`config.mk`:
```
export PLATFORM = sky130hd
export DESIGN_NAME = gpibrx_engine
export DESIGN_NICKNAME = d
export VERILOG_FILES = /design/src/hdl/gpibrx_pkg.sv /design/src/hdl/gpibrx_engine.sv
export SDC_FILE = /design/constraint.sdc
export NUM_CORES = 2
export LEC_CHECK = 0
export ABC_CLOCK_PERIOD_IN_PS = 16820
export BUFFER_PORTS_ARGS = -buffer_cell sky130_fd_sc_hd__buf_2
export CAP_MARGIN = 20
export CORE_MARGIN = 2
export CORE_UTILIZATION = 60
export DETAILED_ROUTE_END_ITERATION = 10
export PLACE_DENSITY = 0.8
export SYNTH_ARGS = -nofsm -noshare
export SYNTH_HDL_FRONTEND = slang
export SYNTH_SLANG_ARGS = --single-unit
```
`constraint.sdc`:
```
create_clock -name clk -period 16.82 [get_ports clk]
set_clock_uncertainty 0.2 [all_clocks]
set_input_delay 3.364 -clock clk [delete_from_list [all_inputs] [get_ports clk]]
set_output_delay 3.364 -clock clk [all_outputs]
set_load 0.1 [all_outputs]
```
`src/hdl/gpibrx_pkg.sv`:
```
// Package with constants and types of the listener receive engine
package gpibrx_pkg;
    localparam int CLK_HZ = 25000000;
    localparam int TICK_MS = 55;
    localparam int TICK_CYCLES = CLK_HZ / 1000 * TICK_MS;
    localparam logic [15:0] TMO_DEFAULT_MS = 16'd10000;
    localparam logic [7:0] TERM0_RST = 8'h0a;
    localparam logic [7:0] TERM1_RST = 8'h0d;
    localparam logic [7:0] TERM2_RST = 8'h2c;
    localparam logic [7:0] TERM3_RST = 8'h3b;
    localparam logic [7:0] CHAR_CR = 8'h0d;
    localparam logic [7:0] BUF_MAX = 8'hff;
    localparam logic [4:0] ADDR_MAX = 5'h1e;
    localparam logic [7:0] TALK_BASE = 8'h40;
    localparam logic [7:0] LISTEN_BASE = 8'h20;
    localparam logic [7:0] CMD_UNLISTEN = 8'h3f;
    localparam int ADR_SEL_HI = 7;
    localparam int ADR_SEL_LO = 6;
    localparam int ADR_ZERO_BIT = 5;
    localparam int ST_TMO = 3;
    localparam int ST_OVF = 2;
    localparam int ST_NC = 1;
    localparam int ST_ADRS = 0;
    // Register offsets
    localparam logic [3:0] REG_CTRL = 4'h0;
    localparam logic [3:0] REG_DMA_TMO = 4'h1;
    localparam logic [3:0] REG_IO_TMO = 4'h2;
    localparam logic [3:0] REG_BOTH_TMO = 4'h3;
    localparam logic [3:0] REG_TERM0 = 4'h4;
    localparam logic [3:0] REG_STATUS = 4'h8;
    localparam logic [3:0] REG_COUNT = 4'h9;
    localparam logic [3:0] REG_IRQ_STAT = 4'ha;
    localparam logic [3:0] REG_IRQ_MASK = 4'hb;
    localparam logic [3:0] REG_DATA = 4'hc;
    localparam int IRQ_DONE = 0;
    localparam int IRQ_ERR = 1;
    typedef enum logic [2:0] {
        S_IDLE = 3'b000,
        S_UNL = 3'b001,
        S_TALK = 3'b010,
        S_LISTEN = 3'b011,
        S_RECV = 3'b100,
        S_DONE = 3'b101
    } gpibrx_state_type;
endpackage : gpibrx_pkg

```
`src/hdl/gpibrx_engine.sv`:
```
// Receive engine: addresses a talker, collects bytes, reports count and status
// How it works
// - Message timer flags whole-transfer overrun
// - Timeout ms rounded to nearest 55 ms tick
// - Combined write loads both timeouts
// - Send talk address, then listen ourselves
// - Four terminator bytes, defaults LF CR , ;
// - Addresses 0..30 valid, others rejected
// - End on full, terminator, or EOI
// - Drop CR and terminator bytes
// - Report stored byte count up to 255
// - Status bit 3 on timeout
// - Status bit 2 on buffer full
// - Status bit 1 when not controller
// - Status bit 0 on bad address
// - Both timeouts reset to ten seconds
// - Byte gap timer raises timeout
//
// Implementation choices: the register addresses and the strobed register port.
`timescale 1ns/1ps
module gpibrx_engine
    import gpibrx_pkg::*;
(
    input wire logic clk,
    input wire logic rst_n,
    input wire logic [3:0] reg_addr,
    input wire logic [15:0] reg_wdata,
    input wire logic reg_wr,
    input wire logic reg_rd,
    output logic [15:0] reg_rdata,
    input wire logic is_controller,
    input wire logic [7:0] bus_din,
    input wire logic bus_eoi,
    input wire logic bus_dav,
    output logic bus_atn,
    output logic [7:0] bus_dout,
    output logic bus_cmd_valid,
    input wire logic bus_cmd_ack,
    output logic bus_data_ready,
    output logic irq
);
    function automatic logic [15:0] ms_to_ticks(input logic [15:0] ms);
        logic [16:0] t;
        t = ({1'b0, ms} + 17'(TICK_MS / 2)) / 17'(TICK_MS);
        return t[15:0];
    endfunction : ms_to_ticks

    gpibrx_state_type state_ff;
    logic [15:0] dma_tmo_ff, io_tmo_ff;
    logic [7:0] term_ff [4];
    logic [7:0] addr_ff;
    logic [3:0] status_ff;
    logic [7:0] count_ff;
    logic [7:0] buf_ff [256];
    logic [1:0] irq_stat_ff, irq_mask_ff;
    logic [24:0] presc_ff;
    logic tick_ff;
    logic [15:0] msg_tmr_ff, byte_tmr_ff;
    logic [2:0] dav_sync_ff;
    logic [7:0] din_s1_ff, din_s2_ff;
    logic [1:0] eoi_sync_ff;
    logic ctl_s1_ff, ctl_s2_ff;
    logic [7:0] rd_ptr_ff;
    logic start, byte_strobe, is_term, timeout_hit, done_ev;
    logic [7:0] sel_term;

    ////////////////////////////////////////////////////////////////////////
    // Input synchronisers
    always_ff @(posedge clk or negedge rst_n) begin
        if (!rst_n) begin
            dav_sync_ff <= 3'h0;
            din_s1_ff <= 8'h00;
            din_s2_ff <= 8'h00;
            eoi_sync_ff <= 2'h0;
            ctl_s1_ff <= 1'b0;
            ctl_s2_ff <= 1'b0;
        end else begin
            dav_sync_ff <= {dav_sync_ff[1:0], bus_dav};
            din_s1_ff <= bus_din;
            din_s2_ff <= din_s1_ff;
            eoi_sync_ff <= {eoi_sync_ff[0], bus_eoi};
            ctl_s1_ff <= is_controller;
            ctl_s2_ff <= ctl_s1_ff;
        end
    end

    assign byte_strobe = (state_ff == S_RECV) && dav_sync_ff[1] && !dav_sync_ff[2];
    assign start = reg_wr && (reg_addr == REG_CTRL);
    assign sel_term = term_ff[addr_ff[ADR_SEL_HI:ADR_SEL_LO]];
    assign is_term = (din_s2_ff == sel_term);
    assign timeout_hit = (state_ff == S_RECV) && tick_ff &&
        ((msg_tmr_ff >= ms_to_ticks(dma_tmo_ff)) ||
         (byte_tmr_ff >= ms_to_ticks(io_tmo_ff)));
    assign done_ev = (state_ff == S_DONE);

    ////////////////////////////////////////////////////////////////////////
    // Configuration registers
    always_ff @(posedge clk or negedge rst_n) begin
        if (!rst_n) begin
            dma_tmo_ff <= TMO_DEFAULT_MS;
            io_tmo_ff <= TMO_DEFAULT_MS;
            term_ff[0] <= TERM0_RST;
            term_ff[1] <= TERM1_RST;
            term_ff[2] <= TERM2_RST;
            term_ff[3] <= TERM3_RST;
            irq_mask_ff <= 2'h0;
        end else if (reg_wr) begin
            if (reg_addr == REG_DMA_TMO || reg_addr == REG_BOTH_TMO) begin
                dma_tmo_ff <= reg_wdata;
            end
            if (reg_addr == REG_IO_TMO || reg_addr == REG_BOTH_TMO) begin
                io_tmo_ff <= reg_wdata;
            end
            if (reg_addr[3:2] == REG_TERM0[3:2]) begin
                term_ff[reg_addr[1:0]] <= reg_wdata[7:0];
            end
            if (reg_addr == REG_IRQ_MASK) begin
                irq_mask_ff <= reg_wdata[1:0];
            end
        end
    end

    ////////////////////////////////////////////////////////////////////////
    // 55 ms prescaler and timers
    always_ff @(posedge clk or negedge rst_n) begin
        if (!rst_n) begin
            presc_ff <= 25'h0;
            tick_ff <= 1'b0;
        end else if (start || presc_ff == 25'(TICK_CYCLES - 1)) begin
            presc_ff <= 25'h0;
            tick_ff <= !start;
        end else begin
            presc_ff <= presc_ff + 25'h1;
            tick_ff <= 1'b0;
        end
    end

    always_ff @(posedge clk or negedge rst_n) begin
        if (!rst_n) begin
            msg_tmr_ff <= 16'h0;
            byte_tmr_ff <= 16'h0;
        end else if (state_ff != S_RECV) begin
            msg_tmr_ff <= 16'h0;
            byte_tmr_ff <= 16'h0;
        end else begin
            if (tick_ff && msg_tmr_ff != 16'hffff) begin
                msg_tmr_ff <= msg_tmr_ff + 16'h1;
            end
            if (byte_strobe) begin
                byte_tmr_ff <= 16'h0;
            end else if (tick_ff && byte_tmr_ff != 16'hffff) begin
                byte_tmr_ff <= byte_tmr_ff + 16'h1;
            end
        end
    end

    ////////////////////////////////////////////////////////////////////////
    // Sequencer
    always_ff @(posedge clk or negedge rst_n) begin
        if (!rst_n) begin
            state_ff <= S_IDLE;
            addr_ff <= 8'h00;
            status_ff <= 4'h0;
            count_ff <= 8'h00;
            bus_atn <= 1'b0;
            bus_dout <= 8'h00;
            bus_cmd_valid <= 1'b0;
            bus_data_ready <= 1'b0;
        end else begin
            unique case (state_ff)
                S_IDLE: begin
                    if (start) begin
                        addr_ff <= reg_wdata[7:0];
                        count_ff <= 8'h00;
                        status_ff <= 4'h0;
                        if (!ctl_s2_ff) begin
                            status_ff[ST_NC] <= 1'b1;
                            state_ff <= S_DONE;
                        end else if (reg_wdata[4:0] > ADDR_MAX ||
                                     reg_wdata[ADR_ZERO_BIT]) begin
                            status_ff[ST_ADRS] <= 1'b1;
                            state_ff <= S_DONE;
                        end else begin
                            bus_atn <= 1'b1;
                            bus_dout <= CMD_UNLISTEN;
                            bus_cmd_valid <= 1'b1;
                            state_ff <= S_UNL;
                        end
                    end
                end
                S_UNL: begin
                    if (bus_cmd_ack) begin
                        bus_dout <= TALK_BASE | {3'h0, addr_ff[4:0]};
                        state_ff <= S_TALK;
                    end
                end
                S_TALK: begin
                    if (bus_cmd_ack) begin
                        bus_dout <= LISTEN_BASE;
                        state_ff <= S_LISTEN;
                    end
                end
                S_LISTEN: begin
                    if (bus_cmd_ack) begin
                        bus_cmd_valid <= 1'b0;
                        bus_atn <= 1'b0;
                        bus_data_ready <= 1'b1;
                        state_ff <= S_RECV;
                    end
                end
                S_RECV: begin
                    if (timeout_hit) begin
                        status_ff[ST_TMO] <= 1'b1;
                        bus_data_ready <= 1'b0;
                        state_ff <= S_DONE;
                    end else if (byte_strobe) begin
                        if (din_s2_ff != CHAR_CR && !is_term) begin
                            if (count_ff == BUF_MAX) begin
                                status_ff[ST_OVF] <= 1'b1;
                                bus_data_ready <= 1'b0;
                                state_ff <= S_DONE;
                            end else begin
                                count_ff <= count_ff + 8'h1;
                            end
                        end
                        if (is_term || eoi_sync_ff[1]) begin
                            bus_data_ready <= 1'b0;
                            state_ff <= S_DONE;
                        end
                    end
                end
                S_DONE: begin
                    state_ff <= S_IDLE;
                end
                default: begin
                    state_ff <= S_IDLE;
                end
            endcase
        end
    end

    always_ff @(posedge clk) begin
        if (byte_strobe && din_s2_ff != CHAR_CR && !is_term && count_ff != BUF_MAX) begin
            buf_ff[count_ff] <= din_s2_ff;
        end
    end

    ////////////////////////////////////////////////////////////////////////
    // Interrupts and readback
    always_ff @(posedge clk or negedge rst_n) begin
        if (!rst_n) begin
            irq_stat_ff <= 2'h0;
            irq <= 1'b0;
        end else begin
            for (int i = 0; i < 2; i++) begin
                if ((i == IRQ_DONE && done_ev) || (i == IRQ_ERR && done_ev && status_ff != 4'h0)) begin
                    irq_stat_ff[i] <= 1'b1;
                end else if (reg_wr && reg_addr == REG_IRQ_STAT && reg_wdata[i]) begin
                    irq_stat_ff[i] <= 1'b0;
                end
            end
            irq <= |(irq_stat_ff & irq_mask_ff);
        end
    end

    always_ff @(posedge clk or negedge rst_n) begin
        if (!rst_n) begin
            reg_rdata <= 16'h0;
            rd_ptr_ff <= 8'h00;
        end else begin
            if (start) begin
                rd_ptr_ff <= 8'h00;
            end else if (reg_rd && reg_addr == REG_DATA) begin
                rd_ptr_ff <= rd_ptr_ff + 8'h1;
            end
            reg_rdata <= 16'h0;
            if (reg_rd) begin
                unique case (reg_addr)
                    REG_CTRL: reg_rdata <= {8'h00, addr_ff};
                    REG_DMA_TMO, REG_BOTH_TMO: reg_rdata <= dma_tmo_ff;
                    REG_IO_TMO: reg_rdata <= io_tmo_ff;
                    4'h4, 4'h5, 4'h6, 4'h7: reg_rdata <= {8'h00, term_ff[reg_addr[1:0]]};
                    REG_STATUS: reg_rdata <= {11'h0, state_ff != S_IDLE, status_ff};
                    REG_COUNT: reg_rdata <= {8'h00, count_ff};
                    REG_IRQ_STAT: reg_rdata <= {14'h0, irq_stat_ff};
                    REG_IRQ_MASK: reg_rdata <= {14'h0, irq_mask_ff};
                    REG_DATA: reg_rdata <= {8'h00, buf_ff[rd_ptr_ff]};
                    default: reg_rdata <= 16'h0;
                endcase
            end
        end
    end

    AST_NC_FLAG: assert property (@(posedge clk) disable iff (!rst_n)
        (state_ff == S_IDLE && start && !ctl_s2_ff) |=> status_ff[ST_NC] && state_ff == S_DONE)
        else $error("not-controller flag missing");
    AST_BAD_ADDR: assert property (@(posedge clk) disable iff (!rst_n)
        (state_ff == S_IDLE && start && ctl_s2_ff && reg_wdata[4:0] == 5'h1f)
        |=> status_ff[ST_ADRS]) else $error("bad address not flagged");
    AST_TALK_CMD: assert property (@(posedge clk) disable iff (!rst_n)
        (state_ff == S_UNL && bus_cmd_ack) |=> bus_dout == (TALK_BASE | {3'h0, addr_ff[4:0]}))
        else $error("wrong talk command");
    AST_CR_DROP: assert property (@(posedge clk) disable iff (!rst_n)
        (byte_strobe && din_s2_ff == CHAR_CR) |=> $stable(count_ff))
        else $error("CR was stored");
    AST_EOI_END: assert property (@(posedge clk) disable iff (!rst_n)
        (byte_strobe && eoi_sync_ff[1] && !timeout_hit) |=> state_ff == S_DONE)
        else $error("EOI did not end reception");
    AST_OVF: assert property (@(posedge clk) disable iff (!rst_n)
        (byte_strobe && !timeout_hit && count_ff == BUF_MAX && din_s2_ff != CHAR_CR && !is_term)
        |=> status_ff[ST_OVF]) else $error("overflow not flagged");
    AST_TMO: assert property (@(posedge clk) disable iff (!rst_n)
        timeout_hit |=> status_ff[ST_TMO] && state_ff == S_DONE)
        else $error("timeout not flagged");
    AST_BOTH: assert property (@(posedge clk) disable iff (!rst_n)
        (reg_wr && reg_addr == REG_BOTH_TMO) |=> dma_tmo_ff == io_tmo_ff)
        else $error("combined timeout write mismatch");
    AST_COUNT_MAX: assert property (@(posedge clk) disable iff (!rst_n)
        (state_ff == S_RECV && count_ff == BUF_MAX) |=> count_ff == BUF_MAX)
        else $error("count wrapped");
endmodule : gpibrx_engine

```
==> impl_metrics.env <==
export IMPL_initial_core_util_pct=60.6
export IMPL_tns_ns=0
export IMPL_status="finished, final reports clean"
export IMPL_setup_viol=0
export IMPL_final_nets=5157
export IMPL_holdBufCountCts=0
export IMPL_clock_sinks=2254
export IMPL_cts_resized=0
export IMPL_dp_cells=6921
export IMPL_cts_buffers=212
export IMPL_seq_area_frac_synth_pct=70.3
export IMPL_clk_path_buf_depth=3
export IMPL_area_growth_pct=10.3
export IMPL_gr_total_overflow=0
export IMPL_antenna_found_initial=9
export IMPL_firstDrtPassIters=8
export IMPL_wl_um=251000
export IMPL_hold_violations=0
export IMPL_async_flop_share_pct=9.14
export IMPL_finalNonFillerCells=7332
export IMPL_synth_top_cell_by_area="edfxtp_1"
export IMPL_drc=0
export IMPL_clock_latency_ns=0.85
export IMPL_htreeDepth=4
export IMPL_slowest_delay_ns=0.67
export IMPL_fmax_ghz=0.0700
export IMPL_max_cap_violations=0
export IMPL_numPortBuffers=62
export IMPL_syn_inst=5004
export IMPL_start_kind="register"
export IMPL_drtIter0Drc=7360
export IMPL_synth_cell_types=137
export IMPL_die_w_um=402
export IMPL_place_hpwl_um=135000
export IMPL_fp_dieH_um=402
export IMPL_path_class="reg -> reg"
export IMPL_vias_per_cell=7.01
export IMPL_final_layout_size_suffix_gt1_share_pct=25.8
export IMPL_grt_pass1_vias=51900
export IMPL_min_period_ns=14.29
export IMPL_synthTopCellsByCount="edfxtp_1, mux4_2, nor2_1"
export IMPL_core_um2=157000
export IMPL_synthTopCellsByArea="edfxtp_1, mux4_2, dfrtp_1, nor2_1, mux2_2"
export IMPL_worstMarginPinSlew_ns=1.32
export IMPL_synth_most_common_cell="edfxtp_1"
export IMPL_fin_total_pwr_mw=20.9
export IMPL_pin_count=64
export IMPL_grt_usage_pct=31.4
export IMPL_power_density_nw_per_um2=200
export IMPL_cts_root_buf="clkbuf_16"
export IMPL_yosysTopAreaCellShare_pct=64.8
export IMPL_cp_arrival_ns=14.84
export IMPL_ant_nets=0
export IMPL_place_congestion=0.907
export IMPL_fp_row_count=145
export IMPL_irDropWorstVdd_v=0.000359
export IMPL_synth_area_per_cell_um2=19.0
export IMPL_synth_edf_count=2048
export IMPL_relSlewSlack_pct=12.2
export IMPL_min_path_type="reg -> reg"
export IMPL_crit_fanout=13
export IMPL_cts_tree="yes"
export IMPL_reg2reg_slack_ns=2.53
export IMPL_crit_slowest_cell="o31ai_1"
export IMPL_die_area_um2=161000
export IMPL_grt_max_degree=237
export IMPL_synth_ff_type="edfxtp_1"
export IMPL_path_clk_slew_ns=0.07
export IMPL_yosysWarnings=0
export IMPL_wl_per_cell_um=34.2
export IMPL_grt_pass1_wl_um=366000
export IMPL_cts_setup_buffers=0
export IMPL_rsz0062_at_grt="no"
export IMPL_p_leak_nw=32.8
export IMPL_vias=51400
export IMPL_mappedNetlistArea_um2=94900
export IMPL_ys_ff_latch=2254
export IMPL_slew_violations=0
export IMPL_period_share_pct=84.9
export IMPL_cp_end_kind="register"
export IMPL_worst_ep_required_time_ns=17.38
[flip-flops by register name, summed over array words and instances, names as in the netlist, 8 cells and up]
register	flops
addr_ff	8
byte_tmr_ff	16
reg_rdata	16
buf_ff	2048
rd_ptr_ff	8
dma_tmo_ff	16
io_tmo_ff	16
din_s2_ff	8
presc_ff	25
din_s1_ff	8
term_ff	32
count_ff	8
msg_tmr_ff	16
[per-stage QoR]
step,util [%],worst slack [ns],instance area (µm²),hold slack (ns)
global placement,62.2,3.10,97400,0.133
detailed placement,62.2,2.71,97400,0.136
finish,66.8,2.53,105000,0.147
CTS,66.7,2.74,105000,0.150
floorplan,-,4.68,94900,0.131
global route,66.8,1.35,105000,0.155
[logic make-up (layout without fill, tap and decap cells)]
family,after synthesis,count (layout),share of synthesized area (%)
adder cells (fa/ha/maj),42,42,0.543
XOR/XNOR,143,143,1.39
other,2,16,0.00791
buffers and inverters,297,553,1.23
flip-flops,2254,2254,70.3
AO/OA/AOI/OAI,515,515,4.25
multiplexers,787,787,17.6
AND/OR/NAND/NOR,964,964,4.72
[critical path, delay by kind of cell (launching register included)]
kind	cells	cell delay, ns
mux	2	1.08
buf+inv	2	0.20
xor+xnor	4	1.01
flops	1	0.48
compound gates	32	7.63
simple gates	13	2.82
fa+ha+maj	3	0.78
[metal layers]
layer / vias to the layer above / GRT usage [%] / share of wire (%)
met5: - / 0 / 0.033
met4: 12 / 15.6 / 5.6
met3: 762 / 6.08 / 10
met2: 3495 / 51.2 / 50
met1: 26500 / 40.9 / 34
li1: 20700 / - / -
[placed cells by master, fill, tap and decap left out, types with 38 or more instances in the layout]
cell type | netlist | routed
edfxtp_1 | 2048 | 2048
mux4_2 | 697 | 697
nor2_1 | 441 | 441
clkbuf_16 | 0 | 213
nand2_1 | 185 | 173
dfrtp_1 | 183 | 169
a21oi_1 | 99 | 99
o21ai_0 | 91 | 91
xnor2_1 | 72 | 72
mux2_2 | 71 | 71
xor2_1 | 63 | 63
buf_2 | 21 | 61
nand3_1 | 63 | 59
clkinv_1 | 0 | 55
nor3_1 | 55 | 54
buf_4 | 5 | 42
clkbuf_1 | 167 | 41
ha_1 | 38 | 38
[layout make-up]
class	instances	area (µm²)
diodes	5	12.5
clock buffers	264	5620
clock inverters	136	1490
fillers	9368	51900
inverters	35	136
multi-input cells	2462	27200
flip-flops and latches	2254	66700
well taps	2058	2570
repair buffers	118	926
[final timing paths]
kind | startpoint | end | cells after the start
min in group asynchronous | rst_n | count_ff[2] | 1
min | din_s1_ff[0] | din_s2_ff[0] | 0
max in group asynchronous | rst_n | din_s2_ff[5] | 3
max | io_tmo_ff[0] | count_ff[3] | 56
max reg2reg | io_tmo_ff[0] | count_ff[3] | 56
min reg2reg | din_s1_ff[0] | din_s2_ff[0] | 0
[where the power goes]
part,switching [mW],total [mW],internal (mW)
logic,5.52,9.59,4.07
registers,0.210,6.41,6.20
clock network,2.19,4.93,2.74
total,7.92,20.9,13.0
(Power assumes the default switching activity.)
